$ cat config.mk
export PLATFORM = sky130hd
export DESIGN_NAME = pfs_top
export DESIGN_NICKNAME = d
export VERILOG_FILES = /design/src/hdl/pfs_pkg.sv /design/src/hdl/pfs_top.sv
export VERILOG_INCLUDE_DIRS = /design/src /design/src/hdl
export SDC_FILE = /design/constraint.sdc
export NUM_CORES = 1
export LEC_CHECK = 0
export BUFFER_PORTS_ARGS = -buffer_cell sky130_fd_sc_hd__buf_2
export CORE_ASPECT_RATIO = 1.75
export CORE_MARGIN = 8
export CORE_UTILIZATION = 52
export DETAILED_ROUTE_END_ITERATION = 8
export PLACE_DENSITY = 0.85
export REMOVE_ABC_BUFFERS = 1
export SYNTH_ARGS = -nofsm -noshare
export SYNTH_HDL_FRONTEND = slang
export SYNTH_SLANG_ARGS = --single-unit
export TNS_END_PERCENT = 50
$ cat constraint.sdc
create_clock -name clk_i -period 5.7 [get_ports clk_i]
set_input_delay 0.285 -clock clk_i [delete_from_list [all_inputs] [get_ports clk_i]]
set_output_delay 0.285 -clock clk_i [all_outputs]
set_load 0.05 [all_outputs]
$ cat src/hdl/pfs_defines.svh
/*
  Constants of the port 0 pin function select block: register indices,
  field positions, write masks, reset values and sizes.
  Assumes it is included by its bare name before the package and module.
*/
`ifndef PFS_DEFINES_SVH
`define PFS_DEFINES_SVH

// ****************************************************************
// Sizes
// ****************************************************************
`define PFS_NPINS 7
`define PFS_NIRQ 6

// ****************************************************************
// Register indices (byte address is four times the index)
// ****************************************************************
`define PFS_IDX_PIN0 30'h0000a050
`define PFS_IDX_PIN1 30'h0000a051
`define PFS_IDX_PIN2 30'h0000a052
`define PFS_IDX_PIN3 30'h0000a053
`define PFS_IDX_PIN4 30'h0000a054
`define PFS_IDX_PIN5 30'h0000a055
`define PFS_IDX_PIN6 30'h0000a056
`define PFS_IDX_STATUS 30'h0000a0e0
`define PFS_IDX_MASK 30'h0000a0e1

// ****************************************************************
// Field positions of a select register
// ****************************************************************
`define PFS_GPIO_BIT 0
`define PFS_IRQ_BIT 1
`define PFS_TX_BIT 1
`define PFS_ANALOG_BIT 2
`define PFS_EDGE_BIT 3

// ****************************************************************
// Write masks and reset values
// ****************************************************************
`define PFS_SEL_MASK 8'h0f
`define PFS_SEL6_MASK 8'h07
`define PFS_SEL_RESET 8'h00
`define PFS_IRQ_RESET 6'h00
`define PFS_PAD_OE_N_RESET 7'h7f

`endif

$ cat src/hdl/pfs_pkg.sv
/*
  Types of the port 0 pin function select block.
  Assumes pfs_defines.svh is compiled alongside.
*/
`default_nettype none

package pfs_pkg;
  typedef logic [7:0] pfs_sel_t;
  typedef logic [5:0] pfs_irq_t;
  typedef logic [6:0] pfs_pins_t;
endpackage : pfs_pkg

`default_nettype wire

$ cat src/hdl/pfs_top.sv
/*
  Port 0 pin function select: seven select registers on a classic
  Wishbone slave that route pads 0 to 6 to general I/O, pin interrupt
  lines, analog converter inputs or the serial port 0 transmit line,
  plus a sticky interrupt status and mask for the pin interrupt events.
  Assumes one clock, a synchronous active-high reset, asynchronous pad
  inputs, and port logic and serial port on the same clock.

  // Operation
  // - Pin 0 select at 0xA050: edge bit3, analog A1 bit2, irq bit1, io bit0.
  // - Pin 1 select at 0xA051, same layout, irq line 1.1 or A2.
  // - Pin 2 select at 0xA052, same layout, irq line 1.2 or B1.
  // - Pin 3 select at 0xA053, same layout, irq line 1.3 or B2.
  // - Pin 4 select at 0xA054, same layout, irq line 1.4 or C1.
  // - Pin 5 select at 0xA055, same layout, irq line 1.5 or C2.
  // - Pin 6 select at 0xA056: analog D1 bit2, transmit bit1, io bit0.
  // - Edge bit one triggers on rising pin edge, zero on falling.
  // - Edge bit acts only while the pin interrupt route is set.
  // - Every select register reads 0x00 after reset.
  // - Select registers read back the implemented bits as written.
  // - General I/O route connects the pin to the port logic.
  // - Pin interrupt route connects the pin to its interrupt line.
  // - Pin 6 bit 1 drives the pin from serial port 0 transmit.
*/
// Design decision made here: the Wishbone interface to the registers.
`include "pfs_defines.svh"
`default_nettype none

module pfs_top
  import pfs_pkg::*;
(
  // Clock and reset
  input wire logic clk_i,
  input wire logic rst_i,
  // Wishbone slave
  input wire logic wb_cyc_i,
  input wire logic wb_stb_i,
  input wire logic wb_we_i,
  input wire logic [31:0] wb_adr_i,
  input wire logic [3:0] wb_sel_i,
  input wire logic [31:0] wb_dat_i,
  output logic [31:0] wb_dat_o,
  output logic wb_ack_o,
  // Pads
  input wire logic [6:0] pad_in_i,
  output logic [6:0] pad_out_o,
  output logic [6:0] pad_oe_n_o,
  // General I/O port logic
  input wire logic [6:0] gpio_out_i,
  input wire logic [6:0] gpio_oe_i,
  output logic [6:0] gpio_in_o,
  // Serial port 0
  input wire logic serial0_transmit_i,
  // Pin interrupt lines
  output logic [5:0] pint_line_o,
  output logic [5:0] pint_trig_o,
  // Analog converter channel switches
  output logic [6:0] analog_route_o,
  // Interrupt
  output logic irq_o
);

  // ****************************************************************
  // Bus decode
  // ****************************************************************
  pfs_sel_t sel_reg [0:6];
  pfs_sel_t sel_next [0:6];
  logic ack_reg;
  logic [31:0] dat_reg;
  logic [31:0] rd_data;
  wire req = wb_cyc_i & wb_stb_i;
  // Writes commit at the edge where the master sees ack high.
  wire wr_en = req & ack_reg & wb_we_i & wb_sel_i[0];
  wire [29:0] word_idx = wb_adr_i[31:2];
  wire [6:0] sel_hit;
  wire stat_hit = word_idx == `PFS_IDX_STATUS;
  wire mask_hit = word_idx == `PFS_IDX_MASK;

  genvar gi;
  generate
    for (gi = 0; gi < `PFS_NPINS; gi++) begin : g_sel
      wire pfs_sel_t wmask = (gi == 6) ? `PFS_SEL6_MASK : `PFS_SEL_MASK;
      assign sel_hit[gi] = word_idx == (`PFS_IDX_PIN0 + 30'(gi));
      // Only the implemented bits are stored; the rest read zero.
      assign sel_next[gi] = (wr_en & sel_hit[gi]) ?
                            (wb_dat_i[7:0] & wmask) : sel_reg[gi];
      always_ff @(posedge clk_i) begin
        if (rst_i) begin
          sel_reg[gi] <= `PFS_SEL_RESET;
        end else begin
          sel_reg[gi] <= sel_next[gi];
        end
      end
    end
  endgenerate

  // ****************************************************************
  // Route decode
  // ****************************************************************
  // If software sets several bits anyway, general I/O wins, then the
  // interrupt or transmit route, then the analog switch.
  wire pfs_pins_t general_io_route;
  wire pfs_pins_t analog_route;
  wire pfs_irq_t pin_irq_route;
  wire pfs_irq_t irq_edge_select;
  wire serial0_transmit_route =
    sel_reg[6][`PFS_TX_BIT] & ~sel_reg[6][`PFS_GPIO_BIT];

  generate
    for (gi = 0; gi < `PFS_NPINS; gi++) begin : g_route
      wire busy;
      assign general_io_route[gi] = sel_reg[gi][`PFS_GPIO_BIT];
      if (gi < `PFS_NIRQ) begin : g_irq
        assign pin_irq_route[gi] = sel_reg[gi][`PFS_IRQ_BIT] &
                                   ~general_io_route[gi];
        assign irq_edge_select[gi] = sel_reg[gi][`PFS_EDGE_BIT];
        assign busy = general_io_route[gi] | pin_irq_route[gi];
      end else begin : g_tx
        assign busy = general_io_route[gi] | serial0_transmit_route;
      end
      // The pad analog connect bit lives in pad configuration.
      assign analog_route[gi] = sel_reg[gi][`PFS_ANALOG_BIT] & ~busy;
    end
  endgenerate

  // ****************************************************************
  // Pad input synchroniser and edge detection
  // ****************************************************************
  pfs_pins_t sync1_reg;
  pfs_pins_t sync2_reg;
  pfs_pins_t prev_reg;

  always_ff @(posedge clk_i) begin
    if (rst_i) begin
      sync1_reg <= 7'h00;
      sync2_reg <= 7'h00;
      prev_reg <= 7'h00;
    end else begin
      sync1_reg <= pad_in_i;
      sync2_reg <= sync1_reg;
      prev_reg <= sync2_reg;
    end
  end

  wire pfs_pins_t rise = sync2_reg & ~prev_reg;
  wire pfs_pins_t fall = ~sync2_reg & prev_reg;
  // Edge choice only matters behind an active interrupt route.
  wire pfs_irq_t trig_next = pin_irq_route &
    ((irq_edge_select & rise[5:0]) |
     (~irq_edge_select & fall[5:0]));
  wire pfs_irq_t line_next = pin_irq_route & sync2_reg[5:0];
  wire pfs_pins_t gpio_in_next = general_io_route & sync2_reg;

  // ****************************************************************
  // Pad drive
  // ****************************************************************
  wire pfs_pins_t drive_next = (general_io_route & gpio_oe_i) |
                               {serial0_transmit_route, 6'h00};
  wire pfs_pins_t out_next = (general_io_route & gpio_out_i) |
    {serial0_transmit_route & serial0_transmit_i, 6'h00};

  // ****************************************************************
  // Interrupt status and mask
  // ****************************************************************
  pfs_irq_t stat_reg;
  pfs_irq_t mask_reg;
  wire pfs_irq_t stat_clr = (wr_en & stat_hit) ? wb_dat_i[5:0] : 6'h00;
  // A new event in the clearing cycle survives the clear.
  wire pfs_irq_t stat_next = (stat_reg & ~stat_clr) | trig_next;
  wire pfs_irq_t mask_next = (wr_en & mask_hit) ? wb_dat_i[5:0] : mask_reg;
  wire irq_next = |(stat_next & mask_next);

  always_ff @(posedge clk_i) begin
    if (rst_i) begin
      stat_reg <= `PFS_IRQ_RESET;
      mask_reg <= `PFS_IRQ_RESET;
      irq_o <= 1'b0;
    end else begin
      stat_reg <= stat_next;
      mask_reg <= mask_next;
      irq_o <= irq_next;
    end
  end

  // ****************************************************************
  // Read mux and bus answer
  // ****************************************************************
  always_comb begin
    rd_data = 32'h00000000;
    for (int k = 0; k < `PFS_NPINS; k++) begin
      if (sel_hit[k]) begin
        rd_data[7:0] = sel_reg[k];
      end
    end
    if (stat_hit) begin
      rd_data[5:0] = stat_reg;
    end
    if (mask_hit) begin
      rd_data[5:0] = mask_reg;
    end
  end

  always_ff @(posedge clk_i) begin
    if (rst_i) begin
      ack_reg <= 1'b0;
      dat_reg <= 32'h00000000;
    end else begin
      ack_reg <= req & ~ack_reg;
      if (req & ~ack_reg) begin
        dat_reg <= rd_data;
      end
    end
  end

  assign wb_ack_o = ack_reg;
  assign wb_dat_o = dat_reg;

  // ****************************************************************
  // Output registers
  // ****************************************************************
  always_ff @(posedge clk_i) begin
    if (rst_i) begin
      pad_out_o <= 7'h00;
      pad_oe_n_o <= `PFS_PAD_OE_N_RESET;
      gpio_in_o <= 7'h00;
      pint_line_o <= 6'h00;
      pint_trig_o <= 6'h00;
      analog_route_o <= 7'h00;
    end else begin
      pad_out_o <= out_next;
      pad_oe_n_o <= ~drive_next;
      gpio_in_o <= gpio_in_next;
      pint_line_o <= line_next;
      pint_trig_o <= trig_next;
      analog_route_o <= analog_route;
    end
  end
endmodule : pfs_top

`default_nettype wire

==> metrics.md, run 1 <==
| Metric | Value |
|---|---|
| Result of the run | `finished clean` |
| Synth Register Bits | `107` |
| Instance area after placement | `0.00482 mm^2` |
| Final layout net count | `630` |
| Flip-flop count of the largest register after layout | `27` |
| Async set-or-reset flop fraction in the synthesized netlist | `0` |
| Portion of the clock cycle consumed by the worst path in the final layout | `0.399` |
| Root Driver | `sky130_fd_sc_hd__clkbuf_16` |
| Leakage power figure | `2.32 nW` |
| Clock insertion delay at the later pin of the skew report | `0.34 ns` |
| Startpoint kind of the worst setup timing path | `primary input` |
| DR WL/cell | `16.7 um` |
| Distinct cells, synth | `52` |
| Number of buffers between clock root and the deepest sink | `2` |
| Gate count of the mapped netlist | `433` |
| # H-tree levels | `3` |
| Transition time at the pin with the least slew margin | `0.906 ns` |
| Areal power density over the cells | `288 mW/mm^2` |
| Post-detailed-route count of antenna-violating nets | `0` |
| Global-route met1 utilization | `0.194` |
| Critical setup path kind | `in2reg` |
| Total DRC errors in the routed layout | `0` |
| Dpl cells | `616` |
| Layout Area Growth over Synthesis | `18.2%` |
| GR met2 Demand/Resource | `0.326` |
| Largest clock skew in the final design | `0.00661 ns` |
| Proportion of layout cells with a drive suffix above 1 | `0.271` |
| Total of buffers placed on input and output ports | `111` |
| Average via count per standard cell | `5.45` |
| Commonest non-fill, non-tap cells in the layout | `sky130_fd_sc_hd__buf_2 (111), sky130_fd_sc_hd__dfxtp_1 (107), sky130_fd_sc_hd__nor2_1 (58)` |
| Resize count post-CTS | `0` |
| Vias in the first global route | `3547` |
| Post-CTS Hold Fix Bufs | `0` |
| Rows | `44` |
| Largest net degree at the start of global routing | `99` |
| Number of setup buffers added after CTS | `0` |
| Wire length of the first global-routing pass | `16.9 mm` |
| Sequential cell area in the final layout | `0.00214 mm^2` |
| Endpoint kind of the worst setup timing path | `flip-flop` |
| Max transition margin | `0.396` |
| Layer carrying the most global-route usage | `met2` |
| Clock transition at the register clock pins on the worst setup and hold paths after CTS | `0.07 ns` |
| RSZ-0062 raised after global routing | `no` |
| Ys flop type | `sky130_fd_sc_hd__dfxtp_1` |
| Number of clock sinks seen by CTS | `107` |
| Total congestion overflow after global routing | `0` |
| Register area share after synthesis | `0.495` |
| Final hold vios | `0` |
| Signal arrival time at the worst endpoint | `2.53 ns` |
| Fill cell instance count of the final layout | `713` |
| Syn Std Cell Area | `0.00433 mm^2` |
| Number of antenna violations at the first check in global routing | `0` |
| Total CTS buffers | `9` |
| Number of top-level pins | `169` |
| Layout Cell Area excl Fill | `0.00512 mm^2` |
| CTS tree | `built` |
| Effective utilization at floorplan | `0.528` |
| Initial DRT Pass Iterations | `4` |
| Post-route insts no fill | `631` |
| Number of DRC markers after the initial detailed-route iteration | `258` |
| Die Wd | `85.0 um` |
| Final critical-path required period | `2.28 ns` |
| Warning count from the yosys run | `0` |
| Post-detailed-placement half-perimeter wirelength | `7.98 mm` |
| Placeable core area | `0.00820 mm^2` |
| Total vias in the final route | `3436` |
| GPL Wtd Cong | `0.869` |
| Largest fanout of any net on the critical path | `10` |
| Count of final setup violators | `0` |
| Post-Route WL | `10.6 mm` |
| Number of max-cap violations | `0` |
| Most frequent standard cell in the layout excluding fill and tap cells | `sky130_fd_sc_hd__buf_2` |
| PnR Total Power | `1.47 mW` |
| Hold Crit Class | `in2reg` |
| Overall global routing resource usage | `0.186` |
| Mapped Avg Cell Area | `10.0 um^2` |
| Die Y | `137 um` |
| Number of max-slew violations in the final report | `0` |
| Total die area | `0.0116 mm^2` |
| Number of enable flip-flop cells after synthesis | `0` |
| Data required time at the worst endpoint | `5.95 ns` |
| Area taken by multi-input logic gates | `0.00200 mm^2` |
| Setup TNS Final | `0 ns` |
| Antenna Diode Count | `0` |
| Maximum ir drop on the vdd rail | `0.000259 V` |
| Maximum clock frequency | `439 MHz` |
| M3 GR Usage | `0.0523` |
-- worst max-delay path, cell delays in order --
cell,delay [ns]
sky130_fd_sc_hd__buf_2,0.10
sky130_fd_sc_hd__nor4bb_1,0.38
sky130_fd_sc_hd__and4_1,0.46
sky130_fd_sc_hd__nand4_1,0.44
sky130_fd_sc_hd__mux2i_1,0.25
sky130_fd_sc_hd__o32a_1,0.39
sky130_fd_sc_hd__a41oi_1,0.23
-- area by class of cell --
type | instances | area share
sequential | 107 | 0.419
multi-input combinational | 304 | 0.391
timing repair buffer | 112 | 0.110
clock buffer | 10 | 0.0448
tap | 92 | 0.0225
clock inverter | 5 | 0.0122
inverter | 1 | 0.000734
-- kinds of logic (layout without fill, tap and decap cells) --
| family | Yosys count | count (layout) | synth area share |
|---|---|---|---|
| other cells | 1 | 26 | 0.000866 |
| flops | 107 | 107 | 0.495 |
| mux | 40 | 40 | 0.101 |
| simple gates | 196 | 196 | 0.270 |
| compound gates | 42 | 42 | 0.0688 |
| buf+inv | 47 | 128 | 0.0645 |
-- layer usage --
metal / part of all wire / wire length (um)
met3: 0.064 / 675
met2: 0.52 / 5450
met1: 0.39 / 4080
met5: 0 / 0
met4: 0.034 / 355
-- metrics by stage --
stage                     hold WS [ns]  setup WS [ns]  utilization
after floorplan                  0.347           3.52            -
final                            0.129           3.42        0.624
after detailed placement         0.424           3.08        0.588
after global placement           0.414           3.15        0.588
after global routing             0.129           3.26        0.624
after CTS                        0.123           3.44        0.624
-- report_power, final --
part           switching, mW  internal, mW  total (mW)
sequential           0.00301         0.754       0.757
clock                  0.266         0.342       0.608
combinational         0.0773        0.0286       0.106
-- synthesized netlist by cell type, types with 2 or more instances --
cell	number	share of area
sky130_fd_sc_hd__or2_2	5	0.0072
sky130_fd_sc_hd__o21ai_0	5	0.0058
sky130_fd_sc_hd__buf_2	3	0.0035
sky130_fd_sc_hd__nor4b_1	7	0.014
sky130_fd_sc_hd__mux4_2	3	0.016
sky130_fd_sc_hd__nor3_1	9	0.010
sky130_fd_sc_hd__nor2_1	58	0.050
sky130_fd_sc_hd__nand2b_1	5	0.0072
sky130_fd_sc_hd__nand2_1	14	0.012
sky130_fd_sc_hd__nand3_1	6	0.0069
sky130_fd_sc_hd__a21o_1	2	0.0035
sky130_fd_sc_hd__a22oi_1	4	0.0069
sky130_fd_sc_hd__nor4_4	2	0.0098
sky130_fd_sc_hd__a221oi_1	3	0.0061
sky130_fd_sc_hd__nand3b_1	11	0.019
sky130_fd_sc_hd__nor4_1	4	0.0058
sky130_fd_sc_hd__and4_1	2	0.0040
sky130_fd_sc_hd__a211o_1	5	0.010
sky130_fd_sc_hd__and2_1	7	0.010
sky130_fd_sc_hd__and3_1	5	0.0072
sky130_fd_sc_hd__nor2b_1	29	0.042
sky130_fd_sc_hd__clkbuf_1	15	0.013
sky130_fd_sc_hd__and3b_1	9	0.018
sky130_fd_sc_hd__a21oi_1	11	0.013
sky130_fd_sc_hd__mux2i_1	37	0.086
sky130_fd_sc_hd__a21boi_0	2	0.0035
sky130_fd_sc_hd__nor4bb_1	2	0.0046
sky130_fd_sc_hd__or4_4	2	0.0052
sky130_fd_sc_hd__nor3b_1	5	0.0087
sky130_fd_sc_hd__nor3_2	2	0.0046
sky130_fd_sc_hd__dfxtp_1	107	0.49
sky130_fd_sc_hd__nand4_1	7	0.010
sky130_fd_sc_hd__buf_4	26	0.045
-- worst paths after layout --
| path | cells after the start | from | end | slack [ns] |
|---|---|---|---|---|
| worst max register to register | 6 | wb_ack_o | irq_o | 3.45 |
| worst min-delay path | 2 | gpio_oe_i[5] | pad_oe_n_o[5] | 0.13 |
| worst max-delay path | 7 | wb_adr_i[12] | irq_o | 3.42 |
| worst min register to register | 2 | sync2_reg[6] | gpio_in_o[6] | 0.43 |
No activity file was read; power rests on OpenSTA's default activity.
==> run 2: changes to the inputs <==
--- a/config.mk
+++ b/config.mk
@@ -6,12 +6,13 @@
 export SDC_FILE = /design/constraint.sdc
 export NUM_CORES = 1
 export LEC_CHECK = 0
+export ABC_AREA = 1
 export BUFFER_PORTS_ARGS = -buffer_cell sky130_fd_sc_hd__buf_2
 export CORE_ASPECT_RATIO = 1.75
 export CORE_MARGIN = 8
-export CORE_UTILIZATION = 52
+export CORE_UTILIZATION = 44
 export DETAILED_ROUTE_END_ITERATION = 8
-export PLACE_DENSITY = 0.85
+export PLACE_DENSITY = 0.75
 export REMOVE_ABC_BUFFERS = 1
 export SYNTH_ARGS = -nofsm -noshare
 export SYNTH_HDL_FRONTEND = slang
==> constraint.sdc (replaced) <==
create_clock -name clk_i -period 2 [get_ports clk_i]
set_input_delay 0.1 -clock clk_i [delete_from_list [all_inputs] [get_ports clk_i]]
set_output_delay 0.1 -clock clk_i [all_outputs]
set_load 0.05 [all_outputs]
==> run 2 against run 1 <==
Register-to-register slack worse by 3.1 ns. Critical endpoint unchanged. Combinational power rose to 3.3 times the previous value. Largest cell class unchanged. Total power grew to 2.9 times the previous value. Worst hold slack worse by 0.12 ns. Die area rose by 20%. Final cell count up 42%. Sequential share of layout area down 4.3 points. Setup slack got worse by 3.1 ns. Core utilization is 6.4 points lower. Count of clock-buffer cells in the layout unchanged. Area after synthesis grew 5.1%.
==> metrics.md, run 2 <==
| Metric | Value |
|---|---|
| Result of the run | `finished clean` |
| Synth Register Bits | `107 (unchanged)` |
| Met2 Wirelength | `6.88 mm (+26%)` |
| Post-detailed-placement half-perimeter wirelength | `10.2 mm (+28%)` |
| Most frequent cell on the critical path | `sky130_fd_sc_hd__nand2_1` |
| Warning count from the yosys run | `0 (unchanged)` |
| Hold Path Sink | `pad_out_o[6]` |
| Top cells by area in the synthesized netlist | `sky130_fd_sc_hd__dfxtp_1 (47%), sky130_fd_sc_hd__nand2_1 (8.1%), sky130_fd_sc_hd__inv_1 (7.6%), sky130_fd_sc_hd__nor2_1 (7.2%), sky130_fd_sc_hd__a21oi_1 (5.8%)` |
| Signal arrival time at the worst endpoint | `1.83 ns (-0.70 ns)` |
| Critical register-to-register path startpoint | `wb_ack_o` |
| Switching power | `1.04 mW (+200%)` |
| Fill cell instance count of the final layout | `984 (+38%)` |
| Maximum clock frequency | `614 MHz` |
| Number of antenna violations at the first check in global routing | `0 (unchanged)` |
| Startpoint of the most critical hold path | `serial0_transmit_i` |
| Post-Route WL | `13.1 mm (+24%)` |
| Total CTS buffers | `9 (unchanged)` |
| Layout Area Growth over Synthesis | `25.2%` |
| Adder and majority gate portion of the synthesized area | `0 (unchanged)` |
| Post-route insts no fill | `893 (+42%)` |
| Syn Std Cell Area | `0.00455 mm^2 (+5.1%)` |
| Startpoint kind of the worst setup timing path | `flip-flop` |
| Mapped Avg Cell Area | `7.29 um^2 (-27%)` |
| Count of final setup violators | `0 (unchanged)` |
| Average via count per standard cell | `4.91 (-9.9%)` |
| Sequential share of power | `0.505 (-0.010)` |
| Area share of the largest cell type after synthesis | `0.471 (-0.0242)` |
| Transition time at the pin with the least slew margin | `0.694 ns (-0.211 ns)` |
| Clock transition at the register clock pins on the worst setup and hold paths after CTS | `0.07 ns (about the same)` |
| Final layout net count | `856 (+36%)` |
| Int Power | `3.23 mW (+190%)` |
| Clock network power share | `0.413 (about the same)` |
| Terminus of the critical flop-to-flop path | `irq_o` |
| Effective utilization at floorplan | `0.447 (-0.0805)` |
| Most frequent standard cell in the layout excluding fill and tap cells | `sky130_fd_sc_hd__buf_2` |
| Met3 routed WL | `671 um (-0.59%)` |
| Total vias in the final route | `4381 (+28%)` |
| Worst reg2reg path depth | `9 (+3)` |
| Internal reg-to-reg setup slack | `0.37 ns (-3.08 ns)` |
| Kind of cell adding the most delay to the critical path | `simple AND/OR/NAND/NOR gates` |
| Async set-or-reset flop fraction in the synthesized netlist | `0 (unchanged)` |
| Number of max-slew violations in the final report | `0 (unchanged)` |
| Sequence of cells on the critical path | `nand4_1 -> inv_2 -> nand3_2 -> o21ai_1 -> nand2_1 -> nand2_1 -> nand2_1 -> inv_1 -> a21oi_1` |
| Gate count of the mapped netlist | `624 (+44%)` |
| Wire length of the first global-routing pass | `21.3 mm (+26%)` |
| RSZ-0062 raised after global routing | `no` |
| Most used standard cells in the synthesized netlist | `sky130_fd_sc_hd__dfxtp_1 (107), sky130_fd_sc_hd__nand2_1 (98), sky130_fd_sc_hd__inv_1 (92), sky130_fd_sc_hd__nor2_1 (87), sky130_fd_sc_hd__a21oi_1 (53)` |
| Gate power share | `0.083 (+0.011)` |
| Final hold vios | `0 (unchanged)` |
| Number of DRC markers after the initial detailed-route iteration | `235 (-8.9%)` |
| Post-detailed-route count of antenna-violating nets | `0 (unchanged)` |
| Worst hold path depth | `3 (+1)` |
| DR WL/cell | `14.7 um (-12%)` |
| Crit path buf inv count | `2 (+1)` |
| GPL Wtd Cong | `0.888 (+2.2%)` |
| Total die area | `0.0140 mm^2 (+20%)` |
| Total DRC errors in the routed layout | `0 (unchanged)` |
| Register area share after synthesis | `0.471 (-0.0242)` |
| Number of enable flip-flop cells after synthesis | `0 (unchanged)` |
| Multiplexer fraction of the synthesized cell area | `0 (-0.101)` |
| Main combinational cell family by area after synthesis | `simple AND/OR/NAND/NOR gates` |
| Distinct cells, synth | `31 (-40%)` |
| Total of buffers placed on input and output ports | `111 (unchanged)` |
| Endpoint kind of the worst setup timing path | `flip-flop` |
| Largest net degree at the start of global routing | `70 (-29%)` |
| Maximum ir drop on the vdd rail | `0.000548 V (+110%)` |
| Number of clock sinks seen by CTS | `107 (unchanged)` |
| Die Y | `151 um (+10%)` |
| Switching fraction of total power | `0.244 (+0.00891)` |
| Dpl cells | `857 (+39%)` |
| Critical setup path kind | `reg2reg` |
| Vias in the first global route | `4478 (+26%)` |
| Number of top-level pins | `169 (unchanged)` |
| Highest layer used for signal routing | `met4` |
| Portion of the clock cycle consumed by the worst path in the final layout | `0.814` |
| Commonest non-fill, non-tap cells in the layout | `sky130_fd_sc_hd__buf_2 (111), sky130_fd_sc_hd__dfxtp_1 (107), sky130_fd_sc_hd__nand2_1 (98)` |
| Largest fanout of any net on the critical path | `6 (-4)` |
| Hold Crit Class | `in2reg` |
| Areal power density over the cells | `749 mW/mm^2 (+160%)` |
| Final critical-path required period | `1.63 ns` |
| Cell type with the highest aggregate area in the netlist | `sky130_fd_sc_hd__dfxtp_1` |
| Proportion of layout cells with a drive suffix above 1 | `0.210 (-0.0607)` |
| Root Driver | `sky130_fd_sc_hd__clkbuf_16` |
| Antenna Diode Count | `0 (unchanged)` |
| Post-Route M1 WL | `5.09 mm (+25%)` |
| Leakage power figure | `2.66 nW (+15%)` |
| Total congestion overflow after global routing | `0 (unchanged)` |
| Setup TNS Final | `0 ns (unchanged)` |
| Clock insertion delay at the later pin of the skew report | `0.35 ns (about the same)` |
| Cell type of the slowest stage on the worst timing path | `sky130_fd_sc_hd__dfxtp_1` |
| Most common cell in the synthesized netlist | `sky130_fd_sc_hd__dfxtp_1` |
| CTS tree | `built` |
| Flip-flop count of the largest register after layout | `27 (unchanged)` |
| Number of buffers between clock root and the deepest sink | `2 (unchanged)` |
| Placeable core area | `0.0102 mm^2 (+24%)` |
| Overall global routing resource usage | `0.191 (+0.00590)` |
| # H-tree levels | `3 (unchanged)` |
| Ys flop type | `sky130_fd_sc_hd__dfxtp_1` |
| Initial DRT Pass Iterations | `4 (unchanged)` |
| Parity-gate share of the synthesized area counting xor and xnor cells | `0 (unchanged)` |
| CP peak stage delay | `0.36 ns (-0.10 ns)` |
| Die Wd | `92.9 um (+9.3%)` |
| Compound-cell area share of the yosys netlist | `0.125 (+0.0560)` |
| Data required time at the worst endpoint | `2.20 ns (-3.75 ns)` |
| Rows | `49 (+11%)` |
| Largest clock skew in the final design | `0.00827 ns (+0.00166 ns)` |
| Post-synthesis share of cell area spent on and, or, nand and nor gates | `0.270 (about the same)` |
| Resize count post-CTS | `0 (unchanged)` |
| Number of max-cap violations | `0 (unchanged)` |
| Max transition margin | `0.537 (+0.141)` |
| PnR Total Power | `4.27 mW (+190%)` |
run 2: final cells by class:
type | instances | area [um^2] | area share
clock inverters | 6 | 65.1 | 0.0114
inverters | 96 | 362 | 0.0635
flip-flops and latches | 107 | 2140 | 0.376
repair buffers | 140 | 848 | 0.149
clock buffers | 10 | 229 | 0.0402
well taps | 127 | 159 | 0.0279
multi-input cells | 407 | 1890 | 0.332
run 2: worst max-delay path by stage:
stage / start / depth (start not counted) / slack, ns / end
6_report: wb_ack_o / 9 / 0.37 / irq_o
5_1_grt: wb_ack_o / 9 / 0.22 / irq_o
4_1_cts: wb_ack_o / 9 / 0.35 / irq_o
3_5_place_dp: wb_adr_i[31] / 13 / 0.16 / irq_o
3_3_place_gp: wb_adr_i[29] / 13 / 0.15 / irq_o
2_1_floorplan: wb_ack_o / 9 / 0.07 / irq_o
run 2: layer usage:
| layer | track usage | vias up |
|---|---|---|
| li1 | - | 2205 |
| met4 | 0.103 | 0 |
| met5 | 0 | - |
| met2 | 0.354 | 144 |
| met3 | 0.0354 | 33 |
| met1 | 0.197 | 1999 |
run 2: cells by family after synthesis:
kind of cell           count (synthesis)
and+or+nand+nor                      273
other                                  1
DFF                                  107
AOI/OAI and AO/OA                    108
buffers and inverters                135
run 2: repair_timing:
action | 4_1_cts | 5_1_grt
setup buffers | 0 | 0
hold buffers | 20 | 0
endpoints found under the hold margin | 20 | 0
run 2: stage by stage:
stage / setup slack [ns] / hold WS [ns] / instance area [um^2] / util
finish: 0.372 / 0.00960 / 5700 / 0.560
global route: 0.216 / 0.0494 / 5700 / 0.560
CTS: 0.354 / 0.00365 / 5700 / 0.560
detailed placement: 0.163 / 0.294 / 5200 / 0.511
global placement: 0.149 / 0.291 / 5200 / 0.511
floorplan: 0.0729 / 0.169 / 4400 / -
run 2: power groups by stage:
stage | Sequential (mW) | Combinational, mW | Clock, mW
2_1_floorplan | 2.21 | 0.186 | 0
3_3_place_gp | 2.20 | 0.312 | 0
3_5_place_dp | 2.20 | 0.319 | 0
4_1_cts | 2.15 | 0.350 | 1.80
5_1_grt | 2.15 | 0.386 | 1.87
6_report | 2.15 | 0.352 | 1.76
run 2: worst min-delay path: cells and delay by family:
kind | cells | cell delay (ns)
AOI/OAI and AO/OA | 1 | 0.05
buffers and inverters | 1 | 0.08
and+or+nand+nor | 1 | 0.09
